$ cat config.mk
export PLATFORM = sky130hd
export DESIGN_NAME = legacy_status_bits
export DESIGN_NICKNAME = d
export VERILOG_FILES = /design/src/legacy_status_pkg.sv /design/src/shift_source_sel.sv /design/src/repeat_counter.sv /design/src/legacy_status_bits.sv
export SDC_FILE = /design/constraint.sdc
export NUM_CORES = 1
export LEC_CHECK = 0
export BUFFER_PORTS_ARGS = -buffer_cell sky130_fd_sc_hd__buf_2
export CORE_ASPECT_RATIO = 0.8
export CORE_MARGIN = 10
export CORE_UTILIZATION = 44
export DETAILED_ROUTE_END_ITERATION = 6
export PLACE_DENSITY_LB_ADDON = 0.25
export SLEW_MARGIN = 20
export SYNTH_ARGS = -nofsm -noshare
export SYNTH_HDL_FRONTEND = slang
export SYNTH_HIERARCHICAL = 1
export SYNTH_SLANG_ARGS = --single-unit
$ cat constraint.sdc
create_clock -name I_MCLK -period 2.04 [get_ports I_MCLK]
set_input_delay 0.204 -clock I_MCLK [delete_from_list [all_inputs] [get_ports I_MCLK]]
set_output_delay 0.204 -clock I_MCLK [all_outputs]
set_load 0.01 [all_outputs]
$ cat src/legacy_status_pkg.sv
// Constants and helpers for the legacy compatibility status bits.
package legacy_status_pkg;

  // Data path and register bus widths.
  localparam int unsigned DATA_W   = 16;
  localparam int unsigned ADDR_W   = 23;
  localparam int unsigned CNT_W    = 5;
  localparam int unsigned POS_W    = 4;
  localparam int unsigned SEL_W    = 2;

  // Word addresses of the second status register.
  localparam logic [ADDR_W-1:0] ADDR_NATIVE = 23'h000003;
  localparam logic [ADDR_W-1:0] ADDR_ALIAS  = 23'h000007;

  // Field positions inside the second status register.
  localparam int unsigned BIT_LOOP    = 15;
  localparam int unsigned BIT_DUAL    = 7;
  localparam int unsigned BIT_MODE    = 5;
  localparam int unsigned CNT_LSB     = 0;
  localparam logic [POS_W-1:0] POS_LOOP = 4'hF;
  localparam logic [POS_W-1:0] POS_DUAL = 4'h7;
  localparam logic [POS_W-1:0] POS_MODE = 4'h5;

  // Values after hardware reset.
  localparam logic             RST_LOOP = 1'h0;
  localparam logic             RST_DUAL = 1'h0;
  localparam logic             RST_MODE = 1'h1;
  localparam logic [CNT_W-1:0] RST_CNT  = 5'h00;
  localparam logic [DATA_W-1:0] RST_WORD = 16'h0000;

  // The loop flag drops this many cycles after the counter reaches zero.
  localparam int unsigned LOOP_CLR_DELAY = 1;

  // Temporary register selectors of a native shift instruction.
  localparam logic [SEL_W-1:0] SEL_TEMP_ZERO  = 2'h0;
  localparam logic [SEL_W-1:0] SEL_TEMP_ONE   = 2'h1;
  localparam logic [SEL_W-1:0] SEL_TEMP_TWO   = 2'h2;
  localparam logic [SEL_W-1:0] SEL_TEMP_THREE = 2'h3;

  function automatic logic [DATA_W-1:0] sext_count(
    input logic [CNT_W-1:0] cnt
  );
    sext_count = {{(DATA_W-CNT_W){cnt[CNT_W-1]}}, cnt};
  endfunction : sext_count

  // Builds the register image; unmodelled bits read as zero.
  function automatic logic [DATA_W-1:0] pack_status(
    input logic             loop_flag,
    input logic             dual,
    input logic             mode,
    input logic [CNT_W-1:0] cnt
  );
    logic [DATA_W-1:0] w;
    w                        = RST_WORD;
    w[BIT_LOOP]              = loop_flag;
    w[BIT_DUAL]              = dual;
    w[BIT_MODE]              = mode;
    w[CNT_LSB+CNT_W-1:CNT_LSB] = cnt;
    pack_status              = w;
  endfunction : pack_status

endpackage : legacy_status_pkg

$ cat src/shift_source_sel.sv
// Chooses the accumulator shift amount for the current instruction.
`timescale 1ns/1ps
module shift_source_sel
  import legacy_status_pkg::*;
(
  // Mode and request
  input  wire logic              i_legacy,
  input  wire logic              i_legacy_req,
  input  wire logic              i_use_const,
  input  wire logic [SEL_W-1:0]  i_sel,
  input  wire logic [DATA_W-1:0] i_const,
  // Temporary registers
  input  wire logic [DATA_W-1:0] i_temp_zero,
  input  wire logic [DATA_W-1:0] i_temp_one,
  input  wire logic [DATA_W-1:0] i_temp_two,
  input  wire logic [DATA_W-1:0] i_temp_three,
  // Result
  output logic      [DATA_W-1:0] o_amount
);

  always_comb begin
    if (i_legacy && i_legacy_req) begin
      // The legacy count always lives in the tied temporary register.
      o_amount = i_temp_two;
    end else if (i_use_const) begin
      o_amount = i_const;
    end else begin
      case (i_sel)
        SEL_TEMP_ZERO:  o_amount = i_temp_zero;
        SEL_TEMP_ONE:   o_amount = i_temp_one;
        SEL_TEMP_TWO:   o_amount = i_temp_two;
        SEL_TEMP_THREE: o_amount = i_temp_three;
        default:        o_amount = i_temp_zero;
      endcase
    end
  end

endmodule : shift_source_sel

$ cat src/repeat_counter.sv
// Repeat counter with end-of-loop decision and delayed flag clear.
`timescale 1ns/1ps
module repeat_counter
  import legacy_status_pkg::*;
(
  // Clock and reset
  input  wire logic              i_clk,
  input  wire logic              i_rst,
  // Loop control
  input  wire logic              i_legacy,
  input  wire logic              i_flag,
  input  wire logic              i_last_decode,
  // Counter write
  input  wire logic              i_cnt_we,
  input  wire logic [DATA_W-1:0] i_cnt_wdata,
  // Results
  output logic      [DATA_W-1:0] o_cnt,
  output logic                   o_repeat,
  output logic                   o_end,
  output logic                   o_clr_req
);

  typedef struct packed {
    logic [DATA_W-1:0] cnt;
    logic              clr_pend;
  } cnt_state_s;

  cnt_state_s r_reg;
  cnt_state_s r_next;
  logic       go_on;

  assign go_on = i_legacy && i_flag && (r_reg.cnt != 16'h0000);

  always_comb begin
    r_next          = r_reg;
    r_next.clr_pend = 1'b0;
    if (i_cnt_we) begin
      r_next.cnt = i_cnt_wdata;
      // Not pipeline protected: the flag drops one cycle later.
      if (i_cnt_wdata == 16'h0000) begin
        r_next.clr_pend = i_legacy;
      end
    end else if (i_legacy && i_last_decode && go_on) begin
      r_next.cnt = r_reg.cnt - 16'h0001;
      if (r_reg.cnt == 16'h0001) begin
        r_next.clr_pend = 1'b1;
      end
    end
  end

  always_ff @(posedge i_clk) begin
    if (i_rst) begin
      r_reg <= '{cnt: RST_WORD, clr_pend: 1'b0};
    end else begin
      r_reg <= r_next;
    end
  end

  assign o_cnt     = r_reg.cnt;
  assign o_repeat  = i_legacy && i_last_decode && go_on;
  assign o_end     = i_legacy && i_last_decode && !go_on;
  assign o_clr_req = r_reg.clr_pend;

endmodule : repeat_counter

$ cat src/legacy_status_bits.sv
// Legacy compatibility fields of the second core status register.
//
// Functional notes
// - Shift-count field in bits 4..0, read/write, zero after reset.
// - Register reachable at native address and legacy alias, same storage.
// - Legacy alias write sign-extends shift count into temp two; no bit ops.
// - Legacy shift request takes its amount from temp two.
// - Legacy mode: every temp two load copies low five bits to field.
// - Native mode ignores field; shift from named temp or constant.
// - Native mode: alias writes and temp two writes stay independent.
// - Mode turned on by same write decides the temp two extension.
// - Loop flag at bit 15, read/write, reset zero, unused natively.
// - Mode turned on by same write decides how loop flag acts; the loop logic here uses the stored mode bit, the old mode in that cycle.
// - Block repeat address phase sets the loop flag.
// - Last loop instruction decode: repeat with decrement or end loop.
// - Counter decremented to zero clears loop flag one cycle later.
// - Writing zero to counter clears loop flag one cycle later.
// - Far jump or far call clears flag; other branches leave it.
// - Bit set, bit clear and register writes set or clear flag.
// - Flag saved on interrupt entry, restored on interrupt return.
// - Flag updates before a return are visible right after it.
// - Dual arithmetic bit 7, reset zero, effective only in legacy.
// - Legacy mode bit 5, reset one; one selects legacy behaviour.
`timescale 1ns/1ps
module legacy_status_bits
  import legacy_status_pkg::*;
(
  // Clock and reset
  input  wire logic                                     I_MCLK,
  input  wire logic                                     I_RST,
  // Memory-mapped register access
  input  wire logic                                     I_REG_WE,
  input  wire logic                                     I_REG_RE,
  input  wire logic [legacy_status_pkg::ADDR_W-1:0]     I_REG_ADDR,
  input  wire logic [legacy_status_pkg::DATA_W-1:0]     I_REG_WDATA,
  output logic      [legacy_status_pkg::DATA_W-1:0]     O_REG_RDATA,
  output logic                                          O_REG_HIT,
  // Status bit set and clear instructions
  input  wire logic                                     I_BIT_SET,
  input  wire logic                                     I_BIT_CLR,
  input  wire logic [legacy_status_pkg::POS_W-1:0]      I_BIT_POS,
  // Temporary register two load
  input  wire logic                                     I_TEMP_TWO_WE,
  input  wire logic [legacy_status_pkg::DATA_W-1:0]     I_TEMP_TWO_WDATA,
  output logic      [legacy_status_pkg::DATA_W-1:0]     O_TEMP_TWO,
  // Shift amount selection
  input  wire logic                                     I_SHIFT_LEGACY_REQ,
  input  wire logic                                     I_SHIFT_USE_CONST,
  input  wire logic [legacy_status_pkg::SEL_W-1:0]      I_SHIFT_SEL,
  input  wire logic [legacy_status_pkg::DATA_W-1:0]     I_SHIFT_CONST,
  input  wire logic [legacy_status_pkg::DATA_W-1:0]     I_TEMP_ZERO,
  input  wire logic [legacy_status_pkg::DATA_W-1:0]     I_TEMP_ONE,
  input  wire logic [legacy_status_pkg::DATA_W-1:0]     I_TEMP_THREE,
  output logic      [legacy_status_pkg::DATA_W-1:0]     O_SHIFT_AMOUNT,
  // Block repeat pipeline strobes
  input  wire logic                                     I_RPT_START_AD,
  input  wire logic                                     I_LAST_DECODE,
  input  wire logic                                     I_RPT_CNT_WE,
  input  wire logic [legacy_status_pkg::DATA_W-1:0]     I_RPT_CNT_WDATA,
  output logic      [legacy_status_pkg::DATA_W-1:0]     O_RPT_CNT,
  output logic                                          O_LOOP_REPEAT,
  output logic                                          O_LOOP_END,
  // Program flow events
  input  wire logic                                     I_FAR_JUMP,
  input  wire logic                                     I_IRQ_ENTRY,
  input  wire logic                                     I_IRQ_RETURN,
  input  wire logic [legacy_status_pkg::DATA_W-1:0]     I_RESTORE_DATA,
  input  wire logic                                     I_RETURN_PROTECT,
  output logic      [legacy_status_pkg::DATA_W-1:0]     O_SAVE_DATA,
  output logic                                          O_SAVE_VALID,
  // Mode outputs
  output logic                                          O_LEGACY_MODE,
  output logic                                          O_DUAL_HALF_ACTIVE,
  output logic                                          O_LOOP_ACTIVE
);
  import legacy_status_pkg::*;

  typedef struct packed {
    logic              loop_active_flag;
    logic              dual_half_arith_mode;
    logic              legacy_compat_mode;
    logic [CNT_W-1:0]  acc_shift_count_field;
    logic [DATA_W-1:0] temp_reg_two;
    logic [DATA_W-1:0] rdata;
    logic [DATA_W-1:0] shift_amount;
    logic [DATA_W-1:0] save_data;
    logic              save_valid;
  } status_state_s;

  status_state_s r_reg;
  status_state_s r_next;

  logic              wr_native;
  logic              wr_alias;
  logic              wr_any;
  logic              rd_hit;
  logic              mode_after;
  logic              bit_set_loop;
  logic              bit_clr_loop;
  logic              clr_req;
  logic [DATA_W-1:0] shift_pick;
  logic [DATA_W-1:0] image_now;
  logic [DATA_W-1:0] image_next;

  // Address decode: two addresses, one storage.
  assign wr_native = I_REG_WE && (I_REG_ADDR == ADDR_NATIVE);
  assign wr_alias  = I_REG_WE && (I_REG_ADDR == ADDR_ALIAS);
  assign wr_any    = wr_native || wr_alias;
  assign rd_hit    = I_REG_RE && ((I_REG_ADDR == ADDR_NATIVE) ||
                                  (I_REG_ADDR == ADDR_ALIAS));
  assign O_REG_HIT = (I_REG_WE || I_REG_RE) &&
                     ((I_REG_ADDR == ADDR_NATIVE) ||
                      (I_REG_ADDR == ADDR_ALIAS));

  // A register write that also flips the mode acts under the new mode.
  assign mode_after = wr_any ? I_REG_WDATA[BIT_MODE]
                             : r_reg.legacy_compat_mode;

  assign bit_set_loop = I_BIT_SET && (I_BIT_POS == POS_LOOP);
  assign bit_clr_loop = I_BIT_CLR && (I_BIT_POS == POS_LOOP);

  assign image_now = pack_status(r_reg.loop_active_flag,
                                 r_reg.dual_half_arith_mode,
                                 r_reg.legacy_compat_mode,
                                 r_reg.acc_shift_count_field);
  assign image_next = pack_status(r_next.loop_active_flag,
                                  r_next.dual_half_arith_mode,
                                  r_next.legacy_compat_mode,
                                  r_next.acc_shift_count_field);

  shift_source_sel u_shift_sel (
    .i_legacy     (r_reg.legacy_compat_mode),
    .i_legacy_req (I_SHIFT_LEGACY_REQ),
    .i_use_const  (I_SHIFT_USE_CONST),
    .i_sel        (I_SHIFT_SEL),
    .i_const      (I_SHIFT_CONST),
    .i_temp_zero  (I_TEMP_ZERO),
    .i_temp_one   (I_TEMP_ONE),
    .i_temp_two   (r_reg.temp_reg_two),
    .i_temp_three (I_TEMP_THREE),
    .o_amount     (shift_pick)
  );

  // The counter sees the flag only while legacy mode is on.
  repeat_counter u_rpt_cnt (
    .i_clk         (I_MCLK),
    .i_rst         (I_RST),
    .i_legacy      (r_reg.legacy_compat_mode),
    .i_flag        (r_reg.loop_active_flag),
    .i_last_decode (I_LAST_DECODE),
    .i_cnt_we      (I_RPT_CNT_WE),
    .i_cnt_wdata   (I_RPT_CNT_WDATA),
    .o_cnt         (O_RPT_CNT),
    .o_repeat      (O_LOOP_REPEAT),
    .o_end         (O_LOOP_END),
    .o_clr_req     (clr_req)
  );

  always_comb begin
    r_next            = r_reg;
    r_next.save_valid = 1'b0;

    // Hardware and program flow clears come first so that any set in
    // the same cycle, by software or by a new loop, wins over them.
    if (clr_req) begin
      r_next.loop_active_flag = 1'b0;
    end
    if (I_FAR_JUMP) begin
      r_next.loop_active_flag = 1'b0;
    end

    // Single bit instructions; the shift-count field takes none.
    if (bit_clr_loop) begin
      r_next.loop_active_flag = 1'b0;
    end
    if (bit_set_loop) begin
      r_next.loop_active_flag = 1'b1;
    end
    if (I_BIT_CLR && (I_BIT_POS == POS_DUAL)) begin
      r_next.dual_half_arith_mode = 1'b0;
    end
    if (I_BIT_SET && (I_BIT_POS == POS_DUAL)) begin
      r_next.dual_half_arith_mode = 1'b1;
    end
    if (I_BIT_CLR && (I_BIT_POS == POS_MODE)) begin
      r_next.legacy_compat_mode = 1'b0;
    end
    if (I_BIT_SET && (I_BIT_POS == POS_MODE)) begin
      r_next.legacy_compat_mode = 1'b1;
    end

    // Whole register write through either address.
    if (wr_any) begin
      r_next.loop_active_flag      = I_REG_WDATA[BIT_LOOP];
      r_next.dual_half_arith_mode  = I_REG_WDATA[BIT_DUAL];
      r_next.legacy_compat_mode    = I_REG_WDATA[BIT_MODE];
      r_next.acc_shift_count_field =
        I_REG_WDATA[CNT_LSB+CNT_W-1:CNT_LSB];
    end

    // Return from interrupt brings back the saved register image.
    if (I_IRQ_RETURN) begin
      r_next.loop_active_flag      = I_RESTORE_DATA[BIT_LOOP];
      r_next.dual_half_arith_mode  = I_RESTORE_DATA[BIT_DUAL];
      r_next.legacy_compat_mode    = I_RESTORE_DATA[BIT_MODE];
      r_next.acc_shift_count_field =
        I_RESTORE_DATA[CNT_LSB+CNT_W-1:CNT_LSB];
    end

    // A new loop marks itself active in its address phase.
    if (I_RPT_START_AD) begin
      r_next.loop_active_flag = 1'b1;
    end

    // Temporary register two and the shift-count field are tied
    // together only in legacy mode.
    if (I_TEMP_TWO_WE) begin
      r_next.temp_reg_two = I_TEMP_TWO_WDATA;
      if (r_reg.legacy_compat_mode) begin
        r_next.acc_shift_count_field =
          I_TEMP_TWO_WDATA[CNT_W-1:0];
      end
    end
    if (wr_alias && mode_after) begin
      r_next.temp_reg_two = sext_count(
        I_REG_WDATA[CNT_LSB+CNT_W-1:CNT_LSB]);
    end

    // Reads through either address see one image. Around a return the
    // update of this very cycle is forwarded, so the first instruction
    // after the return never reads a stale flag.
    if (rd_hit) begin
      r_next.rdata = I_RETURN_PROTECT ? image_next
                                      : image_now;
    end

    // Interrupt entry captures the image for the data stack; a plain
    // call does not reach this port.
    if (I_IRQ_ENTRY) begin
      r_next.save_data  = image_now;
      r_next.save_valid = 1'b1;
    end

    r_next.shift_amount = shift_pick;
  end

  always_ff @(posedge I_MCLK) begin
    if (I_RST) begin
      r_reg.loop_active_flag      <= RST_LOOP;
      r_reg.dual_half_arith_mode  <= RST_DUAL;
      r_reg.legacy_compat_mode    <= RST_MODE;
      r_reg.acc_shift_count_field <= RST_CNT;
      r_reg.temp_reg_two          <= RST_WORD;
      r_reg.rdata                 <= RST_WORD;
      r_reg.shift_amount          <= RST_WORD;
      r_reg.save_data             <= RST_WORD;
      r_reg.save_valid            <= 1'b0;
    end else begin
      r_reg <= r_next;
    end
  end

  assign O_REG_RDATA    = r_reg.rdata;
  assign O_TEMP_TWO     = r_reg.temp_reg_two;
  assign O_SHIFT_AMOUNT = r_reg.shift_amount;
  assign O_SAVE_DATA    = r_reg.save_data;
  assign O_SAVE_VALID   = r_reg.save_valid;
  assign O_LEGACY_MODE  = r_reg.legacy_compat_mode;

  // The dual mode and the loop flag have no effect outside legacy mode.
  assign O_DUAL_HALF_ACTIVE = r_reg.legacy_compat_mode &&
                              r_reg.dual_half_arith_mode;
  assign O_LOOP_ACTIVE      = r_reg.legacy_compat_mode &&
                              r_reg.loop_active_flag;

endmodule : legacy_status_bits

==> summary.md, run 1 <==
| Metric | Value |
|---|---|
| Layout cells sized above 1 | `0.430` |
| Clock group share of total power | `0.386` |
| Vias | `4503` |
| Post-Syn Area per Cell | `9.32 sq um` |
| Io pins | `260` |
| Worst Setup SP | `u_rpt_cnt/o_cnt[1]$_SDFFE_PP0P_` |
| Post-layout net count | `875` |
| EDFF count, synth | `0` |
| DP Worst Slack | `64.4 ps` |
| Post-CTS setup buffers | `0` |
| Critical path fanouts, max | `6` |
| Critical Path AT | `1730 ps` |
| Post-synth ARST share | `0` |
| Internal power | `2.95 mW` |
| Setup TNS | `0 ps` |
| DR WL/cell | `19.3 microns` |
| Port Buffers | `227` |
| Register area share after synthesis | `0.334` |
| CTS Buffer Depth | `2` |
| CP Class | `reg2out` |
| CTS buffer count | `9` |
| TritonRoute pass-1 iters | `5` |
| Met3 usage | `0.0588` |
| Core region area | `0.00973 sq mm` |
| Initial antenna violation count | `0` |
| Final hold violations | `0` |
| Largest net degree at the start of global routing | `33` |
| GRT Util Overall | `0.205` |
| Number of placement rows | `32` |
| Die ar. | `0.0145 sq mm` |
| Met1 Track Usage GR | `0.254` |
| Worst setup margin | `106 ps` |
| Flop pwr share | `0.395` |
| Total power draw | `4.11 mW` |
| Die width | `132 microns` |
| Clk Latency, worst-skew pair | `330 ps` |
| Via count of the first global-routing pass | `4341` |
| Area Overhead vs Synth | `36.0%` |
| # DRC | `0` |
| CP Launch Type | `flop` |
| Post-Syn Instances | `475` |
| Combinational share of power | `0.219` |
| H-tree levels | `3` |
| Antenna-violating nets left | `0` |
| TritonCTS clock tree | `done` |
| # setup viols final | `0` |
| Max Freq | `517 MHz` |
| Commonest cells after routing, fill and taps aside | `227 x buf_2, 73 x dfxtp_1, 51 x mux2i_1` |
| Worst endpoint required time | `1840 ps` |
| Yosys warnings | `6` |
| Clock skew | `5.11 ps` |
| PD cells | `682 mW/mm^2` |
| CTS Sinks | `74` |
| Vias per cell | `5.36` |
| Tmin final | `1930 ps` |
| Status | `completed` |
| CTS Hold Bufs | `0` |
| Worst hold-check path type | `in2reg` |
| Inserted Diodes | `0` |
| Fin. max-slew vios | `0` |
| First-pass GRT wire length | `23.7 mm` |
| CTS clk-pin slew, worst paths | `60 ps` |
| DR iter-0 viols | `327` |
| Die Ht | `110 microns` |
| Sw Pwr | `1.16 mW` |
| WHS | `144 ps` |
| Leakage power | `2.93 nW` |
| Final GP Congestion | `0.871` |
| Post-synth cell types | `62` |
| Met2 usage | `0.345` |
| Post-Route WL | `16.2 mm` |
| Post-Syn Area | `0.00443 sq mm` |
| Starting Density | `0.455` |
| Worst vdd rail ir drop | `0.445 mV` |
| RSZ-0062 raised after global routing | `false` |
| Slew margin rel. | `0.500` |
| Gr ovfl total | `0` |
| Switching part of the total | `0.281` |
| Final cycle utilization of the critical path | `0.948` |
| DP HPWL | `13.1 mm` |
| Min-delay src | `I_RPT_CNT_WDATA[8]` |
| Most used flip-flop cell after synthesis | `dfxtp_1` |
| Most common cell after layout, fill and taps aside | `buf_2` |
| GRT Max-Usage Layer | `met2` |
| Yosys reg bits | `74` |
| Root buffer cell | `clkbuf_16` |
| Slew at the pin closest to its max-slew limit | `749 ps` |
| RR Startpoint | `u_rpt_cnt/o_cnt[1]$_SDFFE_PP0P_` |
| Crit end category | `output port` |
| Max-Cap Viols | `0` |
-- synthesized netlist by cell type (2+ instances only) --
library cell  number  share of area
a211oi_1          16          0.027
a211oi_2           4          0.011
a21bo_2            5          0.011
a21oi_1           47          0.053
a31oi_1            3         0.0042
a32o_1             5          0.011
and2_1             3         0.0042
and3_1             3         0.0042
and4_1             3         0.0059
and4_2             2         0.0045
and4b_2            2         0.0051
buf_1              2         0.0017
buf_2              4         0.0045
buf_4             20          0.034
clkbuf_1          16          0.014
dfxtp_1           74           0.33
ha_1               3         0.0085
inv_1             20          0.017
mux2i_1           51           0.12
mux4_1             6          0.036
mux4_2            10          0.051
nand2_1           15          0.013
nand2b_1           3         0.0042
nand3_1           12          0.014
nand4_1            3         0.0042
nor2_1            49          0.042
nor2b_1           18          0.025
nor3_1             7         0.0079
nor4_1            10          0.014
nor4_2             2         0.0056
nor4b_1            4         0.0079
o211ai_1           3         0.0051
o21a_1             2         0.0034
o21ai_0            6         0.0068
o21ai_2            2         0.0040
o31a_1             2         0.0040
o41ai_1            4         0.0079
or3_1              2         0.0028
xnor2_1            9          0.018
-- critical path: stages, from the launching register on --
cell	delay [ps]
dfxtp_2	360
inv_2	60
ha_1	190
nor3b_4	160
and3_1	240
a21oi_4	210
buf_2	180
-- sequential cells by signal (all words and copies together), names as in the netlist --
name and flops:
O_TEMP_TWO 16, O_REG_RDATA 8, image_now 7, u_rpt_cnt/o_cnt 16, O_SAVE_VALID 1, u_rpt_cnt/o_clr_req 1
O_SHIFT_AMOUNT 16, O_LEGACY_MODE 1, O_SAVE_DATA 8
-- routing by layer --
layer  wire length [microns]  share of wire  up-vias
li1                        -              -     2163
met1                    6650           0.41     2142
met2                    8170           0.50      181
met3                    1200          0.074       17
met4                     213          0.013        0
met5                       0              0        -
-- stage by stage --
| step | cell area [sq um] | instances | util |
|---|---|---|---|
| 2_1_floorplan | 4490 | 490 | - |
| 3_3_place_gp | 5650 | 824 | 0.581 |
| 3_5_place_dp | 5650 | 824 | 0.581 |
| 4_1_cts | 5980 | 840 | 0.614 |
| 5_1_grt | 6020 | 840 | 0.619 |
| 6_report | 6020 | 840 | 0.619 |
-- cell families (layout without fill, tap and decap cells) --
logic type               after synthesis  after routing  share of synthesized area
AND/OR/NAND/NOR                      150            150                      0.190
AO/OA/AOI/OAI                        104            104                      0.159
flip-flops                            74             74                      0.334
multiplexers                          69             69                      0.210
buffers and inverters                 65            279                     0.0788
XOR/XNOR                               9              9                     0.0178
adder cells (fa/ha/maj)                3              3                    0.00848
other                                  1             16                   0.000847
-- final cells by class --
type,instances,area [sq um]
flip-flops and latches,74,1480
clock buffers,10,239
fillers,885,3710
inverters,20,75.1
clock inverters,6,66.3
well taps,136,170
repair buffers,243,1270
multi-input cells,351,2720
-- power groups by stage --
| stage | clock network [mW] | registers, mW | logic, mW |
|---|---|---|---|
| 3_3_place_gp | 0 | 1.64 | 0.862 |
| 5_1_grt | 1.69 | 1.63 | 0.981 |
| 3_5_place_dp | 0 | 1.65 | 0.873 |
| 2_1_floorplan | 0 | 1.67 | 0.490 |
| 6_report | 1.58 | 1.62 | 0.900 |
| 4_1_cts | 1.62 | 1.62 | 0.882 |
-- final timing paths --
| kind | end | slack [ps] | depth (start not counted) |
|---|---|---|---|
| worst max-delay path | O_LOOP_REPEAT | 110 | 6 |
| worst min-delay path | u_rpt_cnt/o_cnt[8]$_SDFFE_PP0P_ | 140 | 3 |
| worst min register to register | O_REG_RDATA[1]$_SDFFE_PP0P_ | 470 | 1 |
| worst max register to register | u_rpt_cnt/o_cnt[14]$_SDFFE_PP0P_ | 120 | 8 |
-- repair_timing --
action / 4_1_cts / 5_1_grt
endpoints found under the setup margin: 2 / 10
gates resized for setup: 3 / 11
pin swaps: 0 / 4
hold endpoints to repair: 0 / 0
Note: power is estimated with default switching activity, not from simulation.
==> run 2, diff against run 1 <==
- ABC_AREA: default -> 1
- CORE_ASPECT_RATIO: 0.8 -> default
- CORE_UTILIZATION: 44 -> 46
==> summary.md, run 2 <==
| Metric | Value |
|---|---|
| Status | `completed` |
| Number of placement rows | `37 (+16%)` |
| Die width | `124 microns (-6.5%)` |
| CP peak stage delay | `340 ps (-20 ps)` |
| Die ar. | `0.0153 sq mm (+5.3%)` |
| Clock skew | `16.0 ps (+10.9 ps)` |
| Buf/Inv on CP | `3 (+1)` |
| # setup viols final | `0 (unchanged)` |
| CP dominant cell by count | `inv_1` |
| Final cycle utilization of the critical path | `0.904 (-0.0438)` |
| Final GP Congestion | `0.936 (+7.4%)` |
| Final hold violations | `0 (unchanged)` |
| Post-Syn Instances | `827 (+74%)` |
| EDFF count, synth | `0 (unchanged)` |
| Crit-path slowest cell | `dfxtp_1` |
| CTS buffer count | `9 (unchanged)` |
| RSZ-0062 raised after global routing | `false` |
| Max-Cap Viols | `0 (unchanged)` |
| Synth top area share | `0.300 (-0.0343)` |
| Post-synth top cells | `234 x nand2_1, 158 x nor2_1, 95 x nand3_1, 94 x inv_1, 74 x dfxtp_1` |
| Met1 Track Usage GR | `0.275 (+0.0205)` |
| # DRC | `0 (unchanged)` |
| DP HPWL | `13.7 mm (+4.6%)` |
| Port Buffers | `227 (unchanged)` |
| Register area share after synthesis | `0.300 (-0.0343)` |
| Most used flip-flop cell after synthesis | `dfxtp_1` |
| Met3 usage | `0.0538 (-0.00495)` |
| Post-synth cell types | `38 (-39%)` |
| Post-synth ARST share | `0 (unchanged)` |
| Core region area | `0.0104 sq mm (+6.6%)` |
| Max Freq | `542 MHz (+4.8%)` |
| Yosys warnings | `6 (unchanged)` |
| Initial antenna violation count | `0 (unchanged)` |
| Largest net degree at the start of global routing | `35 (+6.1%)` |
| GRT Max-Usage Layer | `met2` |
| Tmin final | `1840 ps (-89.3 ps)` |
| Total power draw | `3.71 mW (-9.7%)` |
| Crit end category | `output port` |
| Crit path max-delay family | `simple AND/OR/NAND/NOR gates` |
| Io pins | `260 (unchanged)` |
| Worst vdd rail ir drop | `0.283 mV (-36%)` |
| Worst hold-check path type | `in2reg` |
| Slew margin rel. | `0.502 (+0.00142)` |
| DR WL/cell | `14.8 microns (-24%)` |
| Vias per cell | `4.88 (-9.0%)` |
| Yosys reg bits | `74 (unchanged)` |
| Area Overhead vs Synth | `27.9%` |
| Top-count cell post-synth | `nand2_1` |
| CP Launch Type | `flop` |
| Leakage power | `3.63 nW (+24%)` |
| WHS | `93.9 ps (-50.2 ps)` |
| Slew at the pin closest to its max-slew limit | `747 ps (-2.10 ps)` |
| Die Ht | `124 microns (+13%)` |
| Starting Density | `0.476 (+0.0207)` |
| Critical Path AT | `1640 ps (-90 ps)` |
| H-tree levels | `3 (unchanged)` |
| CP Class | `reg2out` |
| Clk Latency, worst-skew pair | `360 ps (+30 ps)` |
| Inserted Diodes | `0 (unchanged)` |
| TritonRoute pass-1 iters | `6 (+1)` |
| Area leader, netlist | `dfxtp_1` |
| Post-Route WL | `17.6 mm (+8.4%)` |
| Via count of the first global-routing pass | `5397 (+24%)` |
| Gr ovfl total | `0 (unchanged)` |
| Layout cells sized above 1 | `0.280 (-0.150)` |
| Top cells by area, synth | `dfxtp_1 30%, nand2_1 18%, nor2_1 12%` |
| Most common cell after layout, fill and taps aside | `nand2_1` |
| Antenna-violating nets left | `0 (unchanged)` |
| Met2 usage | `0.358 (+0.0125)` |
| TritonCTS clock tree | `done` |
| First-pass GRT wire length | `27.0 mm (+14%)` |
| Setup TNS | `0 ps (unchanged)` |
| CTS clk-pin slew, worst paths | `80 ps (+20 ps)` |
| Post-CTS setup buffers | `0 (unchanged)` |
| CTS Hold Bufs | `0 (unchanged)` |
| GRT Util Overall | `0.218 (+0.0130)` |
| Fin. max-slew vios | `0 (unchanged)` |
| CTS resizes | `0 (-3)` |
| Post-layout net count | `1227 (+40%)` |
| Root buffer cell | `clkbuf_8` |
| CTS Buffer Depth | `2 (unchanged)` |
| Final Core Density | `0.609 (-0.0101)` |
| PD cells | `587 mW/mm^2 (-14%)` |
| Vias | `5818 (+29%)` |
| CTS Sinks | `74 (unchanged)` |
| DR iter-0 viols | `574 (+76%)` |
| Commonest cells after routing, fill and taps aside | `234 x nand2_1, 227 x buf_2, 157 x nor2_1` |
| Critical path fanouts, max | `9 (+3)` |
| Post-Syn Area per Cell | `5.97 sq um (-36%)` |
| Worst endpoint required time | `1840 ps (about the same)` |
| Worst reg-to-reg setup slack | `280 ps (+160 ps)` |
| Post-Syn Area | `0.00494 sq mm (+11%)` |
| CP cell instances | `inv_1 > ha_1 > nand2_1 > nor2_2 > nand2_4 > nand3_4 > inv_1 > buf_2` |
## run 2: cell count changes after synthesis, moves of 16 or more
cell and delta:
nand2_1 +219, nor2_1 +109, nand3_1 +83, inv_1 +74, mux2i_1 -51, nor2b_1 -18
a211oi_1 -16
## run 2: final timing paths
check	cells after the start	to	start
hold / removal	3	O_LEGACY_MODE$_SDFF_PP1_	I_RESTORE_DATA[5]
setup reg to reg	12	u_rpt_cnt/o_cnt[7]$_SDFFE_PP0P_	u_rpt_cnt/o_cnt[0]$_SDFFE_PP0P_
setup / recovery	8	O_LOOP_REPEAT	u_rpt_cnt/o_cnt[0]$_SDFFE_PP0P_
hold reg to reg	2	O_SAVE_DATA[1]$_SDFFE_PP0P_	image_now[1]$_SDFF_PP0_
## run 2: worst reg2reg max path: cells and delay by family, from the launching register on
family	cells	cell delay (ps)
adders and majority gates	1	220
DFF	1	380
buffers and inverters	3	350
and+or+nand+nor	8	750
## run 2: cells by family after synthesis
family / Yosys count / share of synthesized area
buffers and inverters: 143 / 0.133
xor gates and xnor gates: 9 / 0.0160
other: 1 / 0.000760
AOI/OAI and AO/OA: 59 / 0.0619
and+or+nand+nor: 538 / 0.481
adders and majority gates: 3 / 0.00761
DFF: 74 / 0.300
## run 2: cell type report
| class | count | area (sq um) |
|---|---|---|
| Clock buffer | 9 | 124 |
| Clock inverter | 7 | 60.1 |
| Fill cell | 1069 | 4060 |
| Inverter | 99 | 372 |
| Multi-Input combinational cell | 625 | 2860 |
| Sequential cell | 74 | 1480 |
| Tap cell | 136 | 170 |
| Timing Repair Buffer | 242 | 1250 |
## run 2: stage by stage
| stage | cell area (sq um) | setup slack [ps] | instances |
|---|---|---|---|
| finish | 6310 | 195 | 1192 |
| global route | 6310 | 74.4 | 1192 |
| CTS | 6280 | 72.2 | 1188 |
| detailed placement | 6100 | 180 | 1172 |
| global placement | 6100 | 187 | 1172 |
| floorplan | 4990 | 533 | 842 |
## run 2: where the power goes
part	switching, mW	internal (mW)	total [mW]
sequential	0.0827	1.53	1.62
clock	0.644	0.461	1.11
combinational	0.588	0.399	0.987
## run 2: metal layers
metal / vias to the layer above / routed length, microns
li1: 2987 / -
met1: 2544 / 7270
met2: 255 / 8340
met3: 32 / 1670
met4: 0 / 331
met5: - / 0
